[src/pkg/tdsa_defs.svh]
// Constants for the 16-bit timer with noise-shaping audio modulator.
// Assumes an 8-bit register port and a 125 MHz core clock.
`ifndef TDSA_DEFS_SVH
`define TDSA_DEFS_SVH
`define TDSA_CC0L_ADDR   8'hda
`define TDSA_CC0H_ADDR   8'hdb
`define TDSA_CC1L_ADDR   8'hdc
`define TDSA_CC1H_ADDR   8'hdd
`define TDSA_CC2L_ADDR   8'hde
`define TDSA_CC2H_ADDR   8'hdf
`define TDSA_CNTL_ADDR   8'he2
`define TDSA_CNTH_ADDR   8'he3
`define TDSA_CTL_ADDR    8'he4
`define TDSA_CCTL0_ADDR  8'he5
`define TDSA_CCTL1_ADDR  8'he6
`define TDSA_CCTL2_ADDR  8'he7
`define TDSA_CCTL_RESET  8'h40
`define TDSA_CTL_RESET   8'h00
`define TDSA_CMP_DSM     3'h7
`define TDSA_PRE_MAX     7'h7f
`endif

[src/pkg/tdsa_pkg.sv]
// Types for the timer with noise-shaping modulator.
// Assumes tdsa_defs.svh supplies the numeric constants.
package tdsa_pkg;
    typedef enum logic [1:0] {
        TDSA_MODE_STOP = 2'h0,
        TDSA_MODE_FREE = 2'h1,
        TDSA_MODE_MOD  = 2'h2,
        TDSA_MODE_UPDN = 2'h3
    } tdsa_mode_t;
    typedef enum logic [1:0] {
        TDSA_DIR_UP   = 2'h1,
        TDSA_DIR_DOWN = 2'h2
    } tdsa_dir_t;
endpackage

[src/rtl/tdsa_timer.sv]
// Timer core: counter, three channels, modulator, register port.
// Assumes pins and radio events are asynchronous and a tick enable is given.
//
// The strobed register port is this design's own decision.
`timescale 1ns/1ns
`default_nettype none
`include "tdsa_defs.svh"

module tdsa_timer
    import tdsa_pkg::*;
(
    input  wire logic       core_clk,
    input  wire logic       arst_n,
    input  wire logic       clk_en,
    input  wire logic       tick_en,
    input  wire logic [7:0] reg_addr,
    input  wire logic [7:0] reg_wdata,
    input  wire logic       reg_wr,
    input  wire logic       reg_rd,
    output logic      [7:0] reg_rdata,
    input  wire logic [2:0] chan_pin_in,
    input  wire logic       radio_event,
    output logic      [2:0] chan_pin_out,
    output logic      [2:0] chan_pin_oe,
    output logic            chan0_dma_request,
    output logic            chan1_dma_request,
    output logic            chan2_dma_request
);

    // ------------------------------------------------------------------
    // Registers
    // ------------------------------------------------------------------
    logic [15:0] cnt_reg;
    logic [7:0]  cnth_latch_reg;
    logic [3:0]  pend_reg;
    logic [1:0]  div_reg;
    tdsa_mode_t  mode_reg;
    tdsa_dir_t   dir_reg;
    logic [7:0]  cctl_reg [3];
    logic [15:0] ccv_reg [3];
    logic [7:0]  ccl_shadow_reg [3];
    logic [6:0]  pre_reg;
    logic [2:0]  pin_s1_reg;
    logic [2:0]  pin_s2_reg;
    logic [2:0]  pin_d_reg;
    logic        rf_s1_reg;
    logic        rf_s2_reg;
    logic        rf_d_reg;
    logic [2:0]  out_reg;
    logic [7:0]  rdata_reg;

    logic        dsm_on;
    logic        step;
    logic        at_top;
    logic        turn_zero;
    logic [15:0] top_val;
    logic [2:0]  chan_evt;
    logic        ovf_evt;
    logic [2:0]  cap_evt;
    logic [2:0]  cmp_evt;
    logic        pre_tick;
    logic        dsm_out;

    // ------------------------------------------------------------------
    // Mode decode
    // ------------------------------------------------------------------
    assign dsm_on = cctl_reg[1][5:3] == `TDSA_CMP_DSM;

    // ------------------------------------------------------------------
    // Prescaler and counter
    // ------------------------------------------------------------------
    always_ff @(posedge core_clk or negedge arst_n) begin
        if (!arst_n) begin
            pre_reg <= 7'h00;
        end else if (clk_en && tick_en) begin
            pre_reg <= pre_reg + 7'h01;
        end
    end

    always_comb begin
        case (div_reg)
            2'h0:    pre_tick = 1'b1;
            2'h1:    pre_tick = pre_reg[2:0] == 3'h7;
            2'h2:    pre_tick = pre_reg[4:0] == 5'h1f;
            default: pre_tick = pre_reg == `TDSA_PRE_MAX;
        endcase
    end

    // ------------------------------------------------------------------
    // Counter decode
    // ------------------------------------------------------------------
    // Modulator bypasses the prescaler
    assign step = tick_en && (dsm_on || pre_tick) && mode_reg != TDSA_MODE_STOP;
    assign top_val = (mode_reg == TDSA_MODE_FREE) ? 16'hffff : ccv_reg[0];
    assign at_top = cnt_reg == top_val;
    assign turn_zero = mode_reg == TDSA_MODE_UPDN && dir_reg == TDSA_DIR_DOWN
                       && cnt_reg == 16'h0001;
    assign ovf_evt = step && (mode_reg == TDSA_MODE_UPDN ? turn_zero : at_top);

    always_ff @(posedge core_clk or negedge arst_n) begin
        if (!arst_n) begin
            cnt_reg <= 16'h0000;
            dir_reg <= TDSA_DIR_UP;
        end else if (clk_en) begin
            if (reg_wr && reg_addr == `TDSA_CNTL_ADDR) begin
                cnt_reg <= 16'h0000;
                dir_reg <= TDSA_DIR_UP;
            end else if (step) begin
                if (mode_reg == TDSA_MODE_UPDN) begin
                    if (dir_reg == TDSA_DIR_UP && at_top) begin
                        dir_reg <= TDSA_DIR_DOWN;
                        cnt_reg <= cnt_reg - 16'h0001;
                    end else if (dir_reg == TDSA_DIR_DOWN && cnt_reg == 16'h0000) begin
                        dir_reg <= TDSA_DIR_UP;
                        cnt_reg <= 16'h0001;
                    end else if (dir_reg == TDSA_DIR_DOWN) begin
                        cnt_reg <= cnt_reg - 16'h0001;
                    end else begin
                        cnt_reg <= cnt_reg + 16'h0001;
                    end
                end else begin
                    cnt_reg <= at_top ? 16'h0000 : cnt_reg + 16'h0001;
                end
            end
        end
    end

    // ------------------------------------------------------------------
    // Input synchronisers
    // ------------------------------------------------------------------
    always_ff @(posedge core_clk or negedge arst_n) begin
        if (!arst_n) begin
            pin_s1_reg <= 3'h0;
            pin_s2_reg <= 3'h0;
            pin_d_reg  <= 3'h0;
            rf_s1_reg  <= 1'b0;
            rf_s2_reg  <= 1'b0;
            rf_d_reg   <= 1'b0;
        end else if (clk_en) begin
            pin_s1_reg <= chan_pin_in;
            pin_s2_reg <= pin_s1_reg;
            pin_d_reg  <= pin_s2_reg;
            rf_s1_reg  <= radio_event;
            rf_s2_reg  <= rf_s1_reg;
            rf_d_reg   <= rf_s2_reg;
        end
    end

    // ------------------------------------------------------------------
    // Channel events
    // ------------------------------------------------------------------
    always_comb begin
        for (int i = 0; i < 3; i++) begin
            logic cur;
            logic prv;
            cur = cctl_reg[i][7] ? rf_s2_reg : pin_s2_reg[i];
            prv = cctl_reg[i][7] ? rf_d_reg : pin_d_reg[i];
            cap_evt[i] = !cctl_reg[i][2] && !(i == 1 && dsm_on)
                         && ((cctl_reg[i][0] && cur && !prv)
                          || (cctl_reg[i][1] && !cur && prv));
            cmp_evt[i] = cctl_reg[i][2] && step && cnt_reg == ccv_reg[i];
            chan_evt[i] = cap_evt[i] || cmp_evt[i];
        end
        // Up/down compare on channel 0 flags at zero turnaround
        if (mode_reg == TDSA_MODE_UPDN && cctl_reg[0][2]) begin
            chan_evt[0] = ovf_evt;
        end
    end

    assign chan0_dma_request = chan_evt[0];
    assign chan1_dma_request = chan_evt[1];
    assign chan2_dma_request = chan_evt[2];

    // ------------------------------------------------------------------
    // Control, status and pending flags
    // ------------------------------------------------------------------
    always_ff @(posedge core_clk or negedge arst_n) begin
        if (!arst_n) begin
            pend_reg <= 4'h0;
            div_reg  <= 2'h0;
            mode_reg <= TDSA_MODE_STOP;
        end else if (clk_en) begin
            if (reg_wr && reg_addr == `TDSA_CTL_ADDR) begin
                pend_reg <= (pend_reg & reg_wdata[7:4])
                          | {chan_evt[2], chan_evt[1], chan_evt[0], ovf_evt};
                div_reg  <= reg_wdata[3:2];
                mode_reg <= tdsa_mode_t'(reg_wdata[1:0]);
            end else begin
                pend_reg <= pend_reg | {chan_evt[2], chan_evt[1], chan_evt[0], ovf_evt};
            end
        end
    end

    // ------------------------------------------------------------------
    // Channel control and value registers
    // ------------------------------------------------------------------
    always_ff @(posedge core_clk or negedge arst_n) begin
        if (!arst_n) begin
            for (int i = 0; i < 3; i++) begin
                cctl_reg[i]       <= `TDSA_CCTL_RESET;
                ccv_reg[i]        <= 16'h0000;
                ccl_shadow_reg[i] <= 8'h00;
            end
        end else if (clk_en) begin
            for (int i = 0; i < 3; i++) begin
                if (reg_wr && reg_addr == `TDSA_CCTL0_ADDR + 8'(i)) begin
                    cctl_reg[i] <= reg_wdata;
                end
                if (reg_wr && reg_addr == `TDSA_CC0L_ADDR + 8'(2 * i)) begin
                    ccl_shadow_reg[i] <= reg_wdata;
                end else if (reg_wr && reg_addr == `TDSA_CC0H_ADDR + 8'(2 * i)) begin
                    ccv_reg[i] <= {reg_wdata, ccl_shadow_reg[i]};
                end else if (cap_evt[i]) begin
                    ccv_reg[i] <= cnt_reg;
                end
            end
        end
    end

    // ------------------------------------------------------------------
    // Compare outputs
    // ------------------------------------------------------------------
    always_ff @(posedge core_clk or negedge arst_n) begin
        if (!arst_n) begin
            out_reg <= 3'h0;
        end else if (clk_en) begin
            for (int i = 0; i < 3; i++) begin
                if (cctl_reg[i][2] && step) begin
                    case (cctl_reg[i][5:3])
                        3'h0: if (cmp_evt[i]) out_reg[i] <= 1'b1;
                        3'h1: if (cmp_evt[i]) out_reg[i] <= 1'b0;
                        3'h2: if (cmp_evt[i]) out_reg[i] <= !out_reg[i];
                        3'h3, 3'h4: begin
                            if (cmp_evt[i]) begin
                                out_reg[i] <= (dir_reg == TDSA_DIR_UP) ^ cctl_reg[i][5];
                            end else if (cnt_reg == 16'h0000) begin
                                out_reg[i] <= cctl_reg[i][5];
                            end
                        end
                        3'h5, 3'h6: begin
                            if (i != 0 && cmp_evt[i]) begin
                                out_reg[i] <= !cctl_reg[i][4];
                            end else if (i != 0 && cnt_reg == ccv_reg[0]) begin
                                out_reg[i] <= cctl_reg[i][4];
                            end
                        end
                        default: out_reg[i] <= out_reg[i];
                    endcase
                end
            end
        end
    end

    // ------------------------------------------------------------------
    // Pin drive
    // ------------------------------------------------------------------
    assign chan_pin_out = {out_reg[2], dsm_on ? dsm_out : out_reg[1], out_reg[0]};
    assign chan_pin_oe  = {cctl_reg[2][2], cctl_reg[1][2] | dsm_on, cctl_reg[0][2]};

    // ------------------------------------------------------------------
    // Noise-shaping modulator
    // ------------------------------------------------------------------
    logic [2:0]  dsm_phase_reg;
    logic signed [17:0] smp_reg;
    logic signed [17:0] smp_prev_reg;
    logic signed [17:0] interp_reg;
    logic signed [21:0] int1_reg;
    logic signed [21:0] int2_reg;
    logic        bit_reg;
    logic        dsm_upd;
    logic        new_smp;
    logic signed [17:0] smp_in;
    logic signed [21:0] fb;
    logic signed [21:0] int1_nx;
    logic signed [21:0] int2_nx;
    logic signed [17:0] drive;

    assign smp_in  = 18'(signed'({ccv_reg[1][15:2], 2'b00}));
    assign new_smp = step && at_top;
    assign dsm_upd = tick_en && (cctl_reg[1][2] ? dsm_phase_reg[1:0] == 2'h3
                                                : dsm_phase_reg == 3'h7);
    assign drive   = cctl_reg[1][1] ? smp_reg : interp_reg;
    assign fb      = bit_reg ? 22'sh008000 : -22'sh008000;
    assign int1_nx = int1_reg + 22'(drive) - fb;
    assign int2_nx = int2_reg + int1_nx - fb;

    // ------------------------------------------------------------------
    // Modulator state
    // ------------------------------------------------------------------
    always_ff @(posedge core_clk or negedge arst_n) begin
        if (!arst_n) begin
            dsm_phase_reg <= 3'h0;
            smp_reg       <= 18'sh0;
            smp_prev_reg  <= 18'sh0;
            interp_reg    <= 18'sh0;
            int1_reg      <= 22'sh0;
            int2_reg      <= 22'sh0;
            bit_reg       <= 1'b0;
        end else if (clk_en) begin
            if (!dsm_on) begin
                dsm_phase_reg <= 3'h0;
                smp_reg       <= smp_in;
                smp_prev_reg  <= smp_in;
                interp_reg    <= smp_in;
                int1_reg      <= 22'sh0;
                int2_reg      <= 22'sh0;
            end else begin
                if (tick_en) begin
                    dsm_phase_reg <= dsm_phase_reg + 3'h1;
                end
                if (new_smp) begin
                    smp_prev_reg <= smp_reg;
                    smp_reg      <= smp_in;
                    interp_reg   <= smp_reg;
                end else if (dsm_upd) begin
                    // First-order ramp, step scaled by period length
                    interp_reg <= interp_reg + 18'((smp_reg - smp_prev_reg)
                                  >>> (cctl_reg[1][2] ? 4'd2 : 4'd3));
                end
                if (dsm_upd) begin
                    int1_reg <= int1_nx;
                    int2_reg <= int2_nx;
                    // Quantise the new state; an extra loop delay is unstable
                    bit_reg  <= !int2_nx[21];
                end
            end
        end
    end

    // ------------------------------------------------------------------
    // Shaper: first phase low, last phase high, bit value between
    // ------------------------------------------------------------------
    logic last_ph;
    logic first_ph;
    assign first_ph = cctl_reg[1][2] ? dsm_phase_reg[1:0] == 2'h0 : dsm_phase_reg == 3'h0;
    assign last_ph  = cctl_reg[1][2] ? dsm_phase_reg[1:0] == 2'h3 : dsm_phase_reg == 3'h7;
    assign dsm_out  = cctl_reg[1][0] ? bit_reg
                    : (first_ph ? 1'b0 : (last_ph ? 1'b1 : bit_reg));

    // ------------------------------------------------------------------
    // Read port
    // ------------------------------------------------------------------
    always_ff @(posedge core_clk or negedge arst_n) begin
        if (!arst_n) begin
            rdata_reg      <= 8'h00;
            cnth_latch_reg <= 8'h00;
        end else if (clk_en && reg_rd) begin
            case (reg_addr)
                `TDSA_CC0L_ADDR:  rdata_reg <= ccv_reg[0][7:0];
                `TDSA_CC0H_ADDR:  rdata_reg <= ccv_reg[0][15:8];
                `TDSA_CC1L_ADDR:  rdata_reg <= ccv_reg[1][7:0];
                `TDSA_CC1H_ADDR:  rdata_reg <= ccv_reg[1][15:8];
                `TDSA_CC2L_ADDR:  rdata_reg <= ccv_reg[2][7:0];
                `TDSA_CC2H_ADDR:  rdata_reg <= ccv_reg[2][15:8];
                `TDSA_CNTL_ADDR: begin
                    rdata_reg      <= cnt_reg[7:0];
                    cnth_latch_reg <= cnt_reg[15:8];
                end
                `TDSA_CNTH_ADDR:  rdata_reg <= cnth_latch_reg;
                `TDSA_CTL_ADDR:   rdata_reg <= {pend_reg, div_reg, mode_reg};
                `TDSA_CCTL0_ADDR: rdata_reg <= cctl_reg[0];
                `TDSA_CCTL1_ADDR: rdata_reg <= cctl_reg[1];
                `TDSA_CCTL2_ADDR: rdata_reg <= cctl_reg[2];
                default:          rdata_reg <= 8'h00;
            endcase
        end
    end

    assign reg_rdata = rdata_reg;

endmodule

`default_nettype wire

[config.mk]
export PLATFORM = sky130hd
export DESIGN_NAME = tdsa_timer
export DESIGN_NICKNAME = d
export VERILOG_FILES = /design/src/pkg/tdsa_pkg.sv /design/src/rtl/tdsa_timer.sv
export VERILOG_INCLUDE_DIRS = /design/src /design/src/pkg
export SDC_FILE = /design/constraint.sdc
export NUM_CORES = 1
export LEC_CHECK = 0
export ABC_CLOCK_PERIOD_IN_PS = 14900
export BUFFER_PORTS_ARGS = -buffer_cell sky130_fd_sc_hd__buf_4
export CORE_MARGIN = 10
export CORE_UTILIZATION = 53
export CTS_BUF_LIST = sky130_fd_sc_hd__clkbuf_16
export DETAILED_ROUTE_END_ITERATION = 8
export MAX_ROUTING_LAYER = met4
export PLACE_DENSITY = 0.72
export SYNTH_ARGS = -nofsm -noshare
export SYNTH_HDL_FRONTEND = slang
export SYNTH_SLANG_ARGS = --single-unit
[constraint.sdc]
create_clock -name core_clk -period 14.9 [get_ports core_clk]
set_input_delay 0.745 -clock core_clk [delete_from_list [all_inputs] [get_ports core_clk]]
set_output_delay 0.745 -clock core_clk [all_outputs]
set_load 0.02 [all_outputs]
---- Word level (Yosys, flattened, before mapping) ----
Index checks and enable logic that the tools add are counted.
Widths: inputs -> output; s select.
storage, ports and cells
  register bits ........................... 262
  output and inout port bits .............. 17
  logic and storage cells ................. 302
operators by class
  add/sub/neg operators ................... 10
  equal/unequal tests ..................... 63
  shift-type cells ........................ 1
  muxes and demuxes ....................... 74
  bitwise operators ....................... 10
  reduce and logical (&&, ||, !) cells .... 111
operator list
  cell                   count
  $mux 16                14
  $mux 18                8
  $mux 22                5
  $eq 8x8->1 const B     12
  $pmux 8 s12            1
  $eq 16x16->1           4
  $logic_and 1x1->1      45
  $sub 22x22->22         2
  $mux 1                 34
  $eq 3x3->1 const B     10
  $reduce_and 2->1       13
  $add 22x18->22         1
  $add 22x22->22         1
  $ne 2x2->1 const B     10
  $add 18x18->18         1
  $eq 3x2->1 const B     6
  $sshr 18x2->18         1
  $sub 18x18->18         1
  $add 16x1->16 const B  1
  $eq 16x1->1 const B    1
  $logic_not 1->1        16
  $logic_not 16->1       1
  $reduce_and 8->1       2
  $sub 16x1->16 const B  1
  32 further kinds       78

---- Longest topological paths before layout ----
  depth after elaboration ................. 11
  depth in mapped cells ................... 25
  depth with buffers taken out ............ 24

---- Worst setup path after synthesis ----
No wires, ideal clock.
  kind .................................... reg-to-reg
  start ................................... register cctl_reg[9] (netlist bit)
  end ..................................... register int2_reg[21]
  setup time .............................. 0.124 ns
  data arrival time ....................... 5.415 ns
  required time ........................... 14.776 ns
  slack ................................... 9.361 ns
  stages on the path, launching flop included .. 24
  buffers on the path ..................... 2
  cells stage by stage .................... dfrtp_1 > buf_1 > clkbuf_1 > mux2i_1 > ha_1 > inv_1 > ha_1 > and3_1 > a21o_1 > a211oi_1 > o21ai_0 > o31ai_1 > xnor2_1 > ha_1 > inv_1 > ha_1 > a21o_1 > a31o_2 > a21o_1 > a311o_1 > a21o_1 > mux2i_1 > a21oi_1 > a211o_1
on the way
  longest elaborated chain between the ends .. 7
ends and longest elaborated chain
  element                           line               text
  start: declaration                tdsa_timer.sv:39   logic [7:0] cctl_reg [3];
  start signal: indexed assignment  tdsa_timer.sv:200  cctl_reg[i] <= `TDSA_CCTL_RESET;
  start signal: indexed assignment  tdsa_timer.sv:207  cctl_reg[i] <= reg_wdata;
  $mux 18                           tdsa_timer.sv:282  assign drive = cctl_reg[1][1] ? smp_reg : interp_reg;
  $add 22x18->22                    tdsa_timer.sv:284  assign int1_nx = int1_reg + 22'(drive) - fb;
  $sub 22x22->22                    tdsa_timer.sv:284
  $add 22x22->22                    tdsa_timer.sv:285  assign int2_nx = int2_reg + int1_nx - fb;
  $sub 22x22->22                    tdsa_timer.sv:285
  $mux 22                           tdsa_timer.sv:320  if (dsm_upd) begin
  $mux 22                           tdsa_timer.sv:300  if (!dsm_on) begin
  end signal: assignment            tdsa_timer.sv:322  int2_reg <= int2_nx;
  end: declaration                  tdsa_timer.sv:268  logic signed [21:0] int2_reg;
Every way passes these cells. The select of a mux whose other input is x is not followed.
A chain may end at the register's enable or synchronous reset.

---- Final worst setup path ----
Same ends and word-level chain as after synthesis.

==> metrics.log <==
INFO  metric run_status = complete, no violations
INFO  metric hpwl = 35700 um
INFO  metric clock_tree.root_cell = sky130_fd_sc_hd__clkbuf_16
INFO  metric synth_top_cells_by_area = sky130_fd_sc_hd__dfrtp_1, sky130_fd_sc_hd__ha_1, sky130_fd_sc_hd__mux2_2
INFO  metric min_period = 5790 ps
INFO  metric drtPass1Iterations = 7
INFO  metric p_comb_share = about half
INFO  metric fmax = 0.173 GHz
INFO  metric power_frac_clock = 23.8%
INFO  metric final_period_utilization = 38.9%
INFO  metric post_synth_and_or_nand_nor_area_fraction = 14.7%
INFO  metric timing_worst_setup_path_type = flip-flop to flip-flop
INFO  metric net-switching-power = 1.22 mW
INFO  metric synthesis.yosys.warnings = 0
INFO  metric height_of_the_die = about 200 um
INFO  metric hold_viol = 0
INFO  metric design.portCount = 43
INFO  metric timing.critical_path.fanout_max = 21
INFO  metric totalNegativeSetupSlack = 0 ps
INFO  metric port_buffers = 42
INFO  metric internal_power = 1.81 mW
INFO  metric setup_violations = 0
INFO  metric die_w = 202 um
INFO  metric max-clock-path-buffers = 3
INFO  metric place_inst = 2343
INFO  metric maximum_number_of_pins_on_one_net_before_global_route_repair = about 80
INFO  metric detailroute.via_count = ~15k
INFO  metric finalNetCount = 2082
INFO  metric synth.distinct_cells = 81
INFO  metric synth_compound_area_share = 17.9%
INFO  metric timing.clock.skew = 20.0 ps
INFO  metric static_leakage_power = 9.08 nW
INFO  metric crit_required = 15350 ps
INFO  metric first_global_vias = 14.8k
INFO  metric number_of_flip_flops_and_latches_in_the_synthesized_netlist = 254
INFO  metric post_cts.repair.setup_buffers = 0
INFO  metric worstHoldPathType = primary input to asynchronous set/reset pin
INFO  metric floorplan.initialDensity = 53.8%
INFO  metric slew-limit-headroom = 22.1%
INFO  metric finalWirelength = 50300 um
INFO  metric synth_top_family_by_area = compound AO/OA/AOI/OAI gates
INFO  metric largest_register_ffs = 48
INFO  metric drt-wirelength-per-cell = ~21 um
INFO  metric powerDensity = 158 mW/mm^2
INFO  metric synth-xor-area-share = 5.39%
INFO  metric gr-total-overflow = 0
INFO  metric clkTransAtPathRegs = 60 ps
INFO  metric synth_top_area_share = between 30% and 40%
INFO  metric ir_worst_vdd = 0.140 mV
INFO  metric htree_num_levels = 1
INFO  metric synthMuxAreaShare = 10.7%
INFO  metric clk-insertion-delay-late = 580 ps
INFO  metric cts-buffers-inserted = 29
INFO  metric post_cts_resized = 0
INFO  metric crit_arrival = 6240 ps
INFO  metric grt_pass1_wl = 80800 um
INFO  metric post_synth_fa_ha_maj_area_fraction = 9.41%
INFO  metric synth_enable_flop_cells = 0
INFO  metric antenna_violations_before_repair = 0
INFO  metric drt-initial-drc-count = 1160
INFO  metric syn-mean-instance-area = 9.06 sq um
INFO  metric rsz0062_at_grt = no
INFO  metric timing_worst_slew_pin_value = 1160 ps
INFO  metric global_placement_routability_congestion = 0.998
INFO  metric setup.worst_path.end_class = flip-flop
INFO  metric grt_util_all_layers = between 20 and 30%
INFO  metric synth_ff_type = sky130_fd_sc_hd__dfrtp_1
INFO  metric ctsHoldBuffers = 0
INFO  metric std_cell_rows = 66
INFO  metric synth.net_count = 2087
INFO  metric crit_start_category = flip-flop
INFO  metric maxCapViolations = 0
INFO  metric drc = 0
INFO  metric synth.cell_area = 0.0176 sq mm
INFO  metric area_delta_synth_final = 8.97%
INFO  metric finalNonFillerCells = about 2.4k
INFO  metric final_max_slew_viol_count = 0
INFO  metric tritoncts_clock_tree = built
INFO  metric netlist_instances = 1937
INFO  metric seqPwrFrac = between 20% and 30%
INFO  metric synthArstFlopShare = 100%
INFO  metric antenna_cells = 0
INFO  metric share_of_post_route_cells_with_drive_strength_above_1 = 12.1%
INFO  metric design.core.area = 0.0326 sq mm
INFO  metric tritoncts_num_sinks = approximately 250
INFO  metric fp.dieArea = 0.0408 sq mm
INFO  metric post-synth-top-area-cell = sky130_fd_sc_hd__dfrtp_1
INFO  metric via_per_inst = slightly above 6
INFO  metric detail-route-antenna-nets = 0
INFO  metric synth_sequential_area_ratio = approximately 36%
INFO  metric swShare = between 40% and 50%
## critical path, cell delays in order, from the launching register on
cell	delay, ps
sky130_fd_sc_hd__dfrtp_1	320
sky130_fd_sc_hd__buf_4	340
sky130_fd_sc_hd__mux2i_1	250
sky130_fd_sc_hd__ha_1	250
sky130_fd_sc_hd__inv_1	60
sky130_fd_sc_hd__ha_1	270
sky130_fd_sc_hd__a21o_1	170
sky130_fd_sc_hd__a31o_2	230
sky130_fd_sc_hd__a21o_1	190
sky130_fd_sc_hd__a211oi_1	460
sky130_fd_sc_hd__o21ai_0	250
sky130_fd_sc_hd__o31ai_1	280
sky130_fd_sc_hd__xnor2_1	120
sky130_fd_sc_hd__ha_1	280
sky130_fd_sc_hd__inv_1	40
sky130_fd_sc_hd__ha_1	360
sky130_fd_sc_hd__a21o_1	220
sky130_fd_sc_hd__a31o_2	210
sky130_fd_sc_hd__a21o_1	190
sky130_fd_sc_hd__a311o_1	350
sky130_fd_sc_hd__a21o_1	210
sky130_fd_sc_hd__mux2i_1	200
sky130_fd_sc_hd__a21oi_1	110
sky130_fd_sc_hd__a211o_1	310
## kinds of logic after synthesis
family | after synthesis
compound gates | 489
buf+inv | 248
simple gates | 537
flops | 254
mux | 176
xor+xnor | 108
fa+ha+maj | 125
## through the flow
step	power, mW	util, %	hold slack (ps)	instance area (sq um)	worst slack (ps)
floorplan	1.98	-	435	17600	9360
global placement	2.25	55.8	448	18200	9270
detailed placement	2.29	55.8	451	18200	9150
CTS	3.03	58.7	176	19100	9120
global route	3.25	58.7	208	19100	8680
finish	3.02	58.7	158	19100	9110
## routing by layer
metal,track usage [%],vias to the layer above,wire length (um)
li1,-,6879,-
met1,30.3,7042,20600
met2,41.1,547,24000
met3,2.75,172,2810
met4,12.9,0,2920
met5,-,-,0
## cells in the final DEF, fill, tap and decap left out, types with 29 or more instances in the layout
cell                        instances
sky130_fd_sc_hd__dfrtp_1          250
sky130_fd_sc_hd__nand2_1          228
sky130_fd_sc_hd__o21ai_0          162
sky130_fd_sc_hd__inv_1            149
sky130_fd_sc_hd__ha_1             112
sky130_fd_sc_hd__mux2_2            98
sky130_fd_sc_hd__a21oi_1           86
sky130_fd_sc_hd__xnor2_1           81
sky130_fd_sc_hd__nor2_1            79
sky130_fd_sc_hd__mux2i_1           78
sky130_fd_sc_hd__buf_4             65
sky130_fd_sc_hd__nor3_1            40
sky130_fd_sc_hd__a22o_1            36
sky130_fd_sc_hd__a21o_1            35
sky130_fd_sc_hd__nand2b_1          35
sky130_fd_sc_hd__nor2b_1           32
sky130_fd_sc_hd__nand3_1           29
sky130_fd_sc_hd__clkbuf_16         29
## area by class of cell
class	instances	area, sq um
Clock buffer	29	726
Sequential cell	254	6360
Fill cell	2830	13500
Multi-Input combinational cell	1435	10200
Timing Repair Buffer	66	503
Inverter	146	548
Tap cell	442	553
Clock inverter	25	218
## power by group through the flow
| stage | sequential, mW | combinational, mW | clock, mW |
|---|---|---|---|
| 3_5_place_dp | 0.852 | 1.44 | 0 |
| 5_1_grt | 0.849 | 1.64 | 0.759 |
| 4_1_cts | 0.840 | 1.45 | 0.732 |
| 2_1_floorplan | 0.801 | 1.18 | 0 |
| 6_report | 0.843 | 1.46 | 0.721 |
| 3_3_place_gp | 0.850 | 1.40 | 0 |
## cell usage after synthesis (27+ instances only)
| library cell | number |
|---|---|
| sky130_fd_sc_hd__dfrtp_1 | 250 |
| sky130_fd_sc_hd__nand2_1 | 228 |
| sky130_fd_sc_hd__o21ai_0 | 162 |
| sky130_fd_sc_hd__inv_1 | 145 |
| sky130_fd_sc_hd__ha_1 | 112 |
| sky130_fd_sc_hd__mux2_2 | 98 |
| sky130_fd_sc_hd__a21oi_1 | 86 |
| sky130_fd_sc_hd__xnor2_1 | 81 |
| sky130_fd_sc_hd__nor2_1 | 79 |
| sky130_fd_sc_hd__mux2i_1 | 78 |
| sky130_fd_sc_hd__clkbuf_1 | 68 |
| sky130_fd_sc_hd__nor3_1 | 41 |
| sky130_fd_sc_hd__a22o_1 | 36 |
| sky130_fd_sc_hd__a21o_1 | 35 |
| sky130_fd_sc_hd__nand2b_1 | 35 |
| sky130_fd_sc_hd__nor2b_1 | 32 |
| sky130_fd_sc_hd__nand3_1 | 29 |
| sky130_fd_sc_hd__a31oi_1 | 28 |
| sky130_fd_sc_hd__a221oi_1 | 27 |
| sky130_fd_sc_hd__xor2_1 | 27 |
## final timing paths
| path | cells past startpoint | end | startpoint | slack, ps |
|---|---|---|---|---|
| max in group asynchronous | 3 | smp_prev_reg[9] | arst_n | 12760 |
| worst max register to register | 23 | int2_reg[21] | cctl_reg[9] | 9110 |
| worst min-delay path | 1 | int2_reg[3] | arst_n | 160 |
| worst max-delay path | 23 | int2_reg[21] | cctl_reg[9] | 9110 |
| min in group core_clk | 2 | rf_s1_reg | radio_event | 400 |
| worst min register to register | 1 | pre_reg[6] | pre_reg[6] | 460 |
No activity file was read; power rests on OpenSTA's default activity.
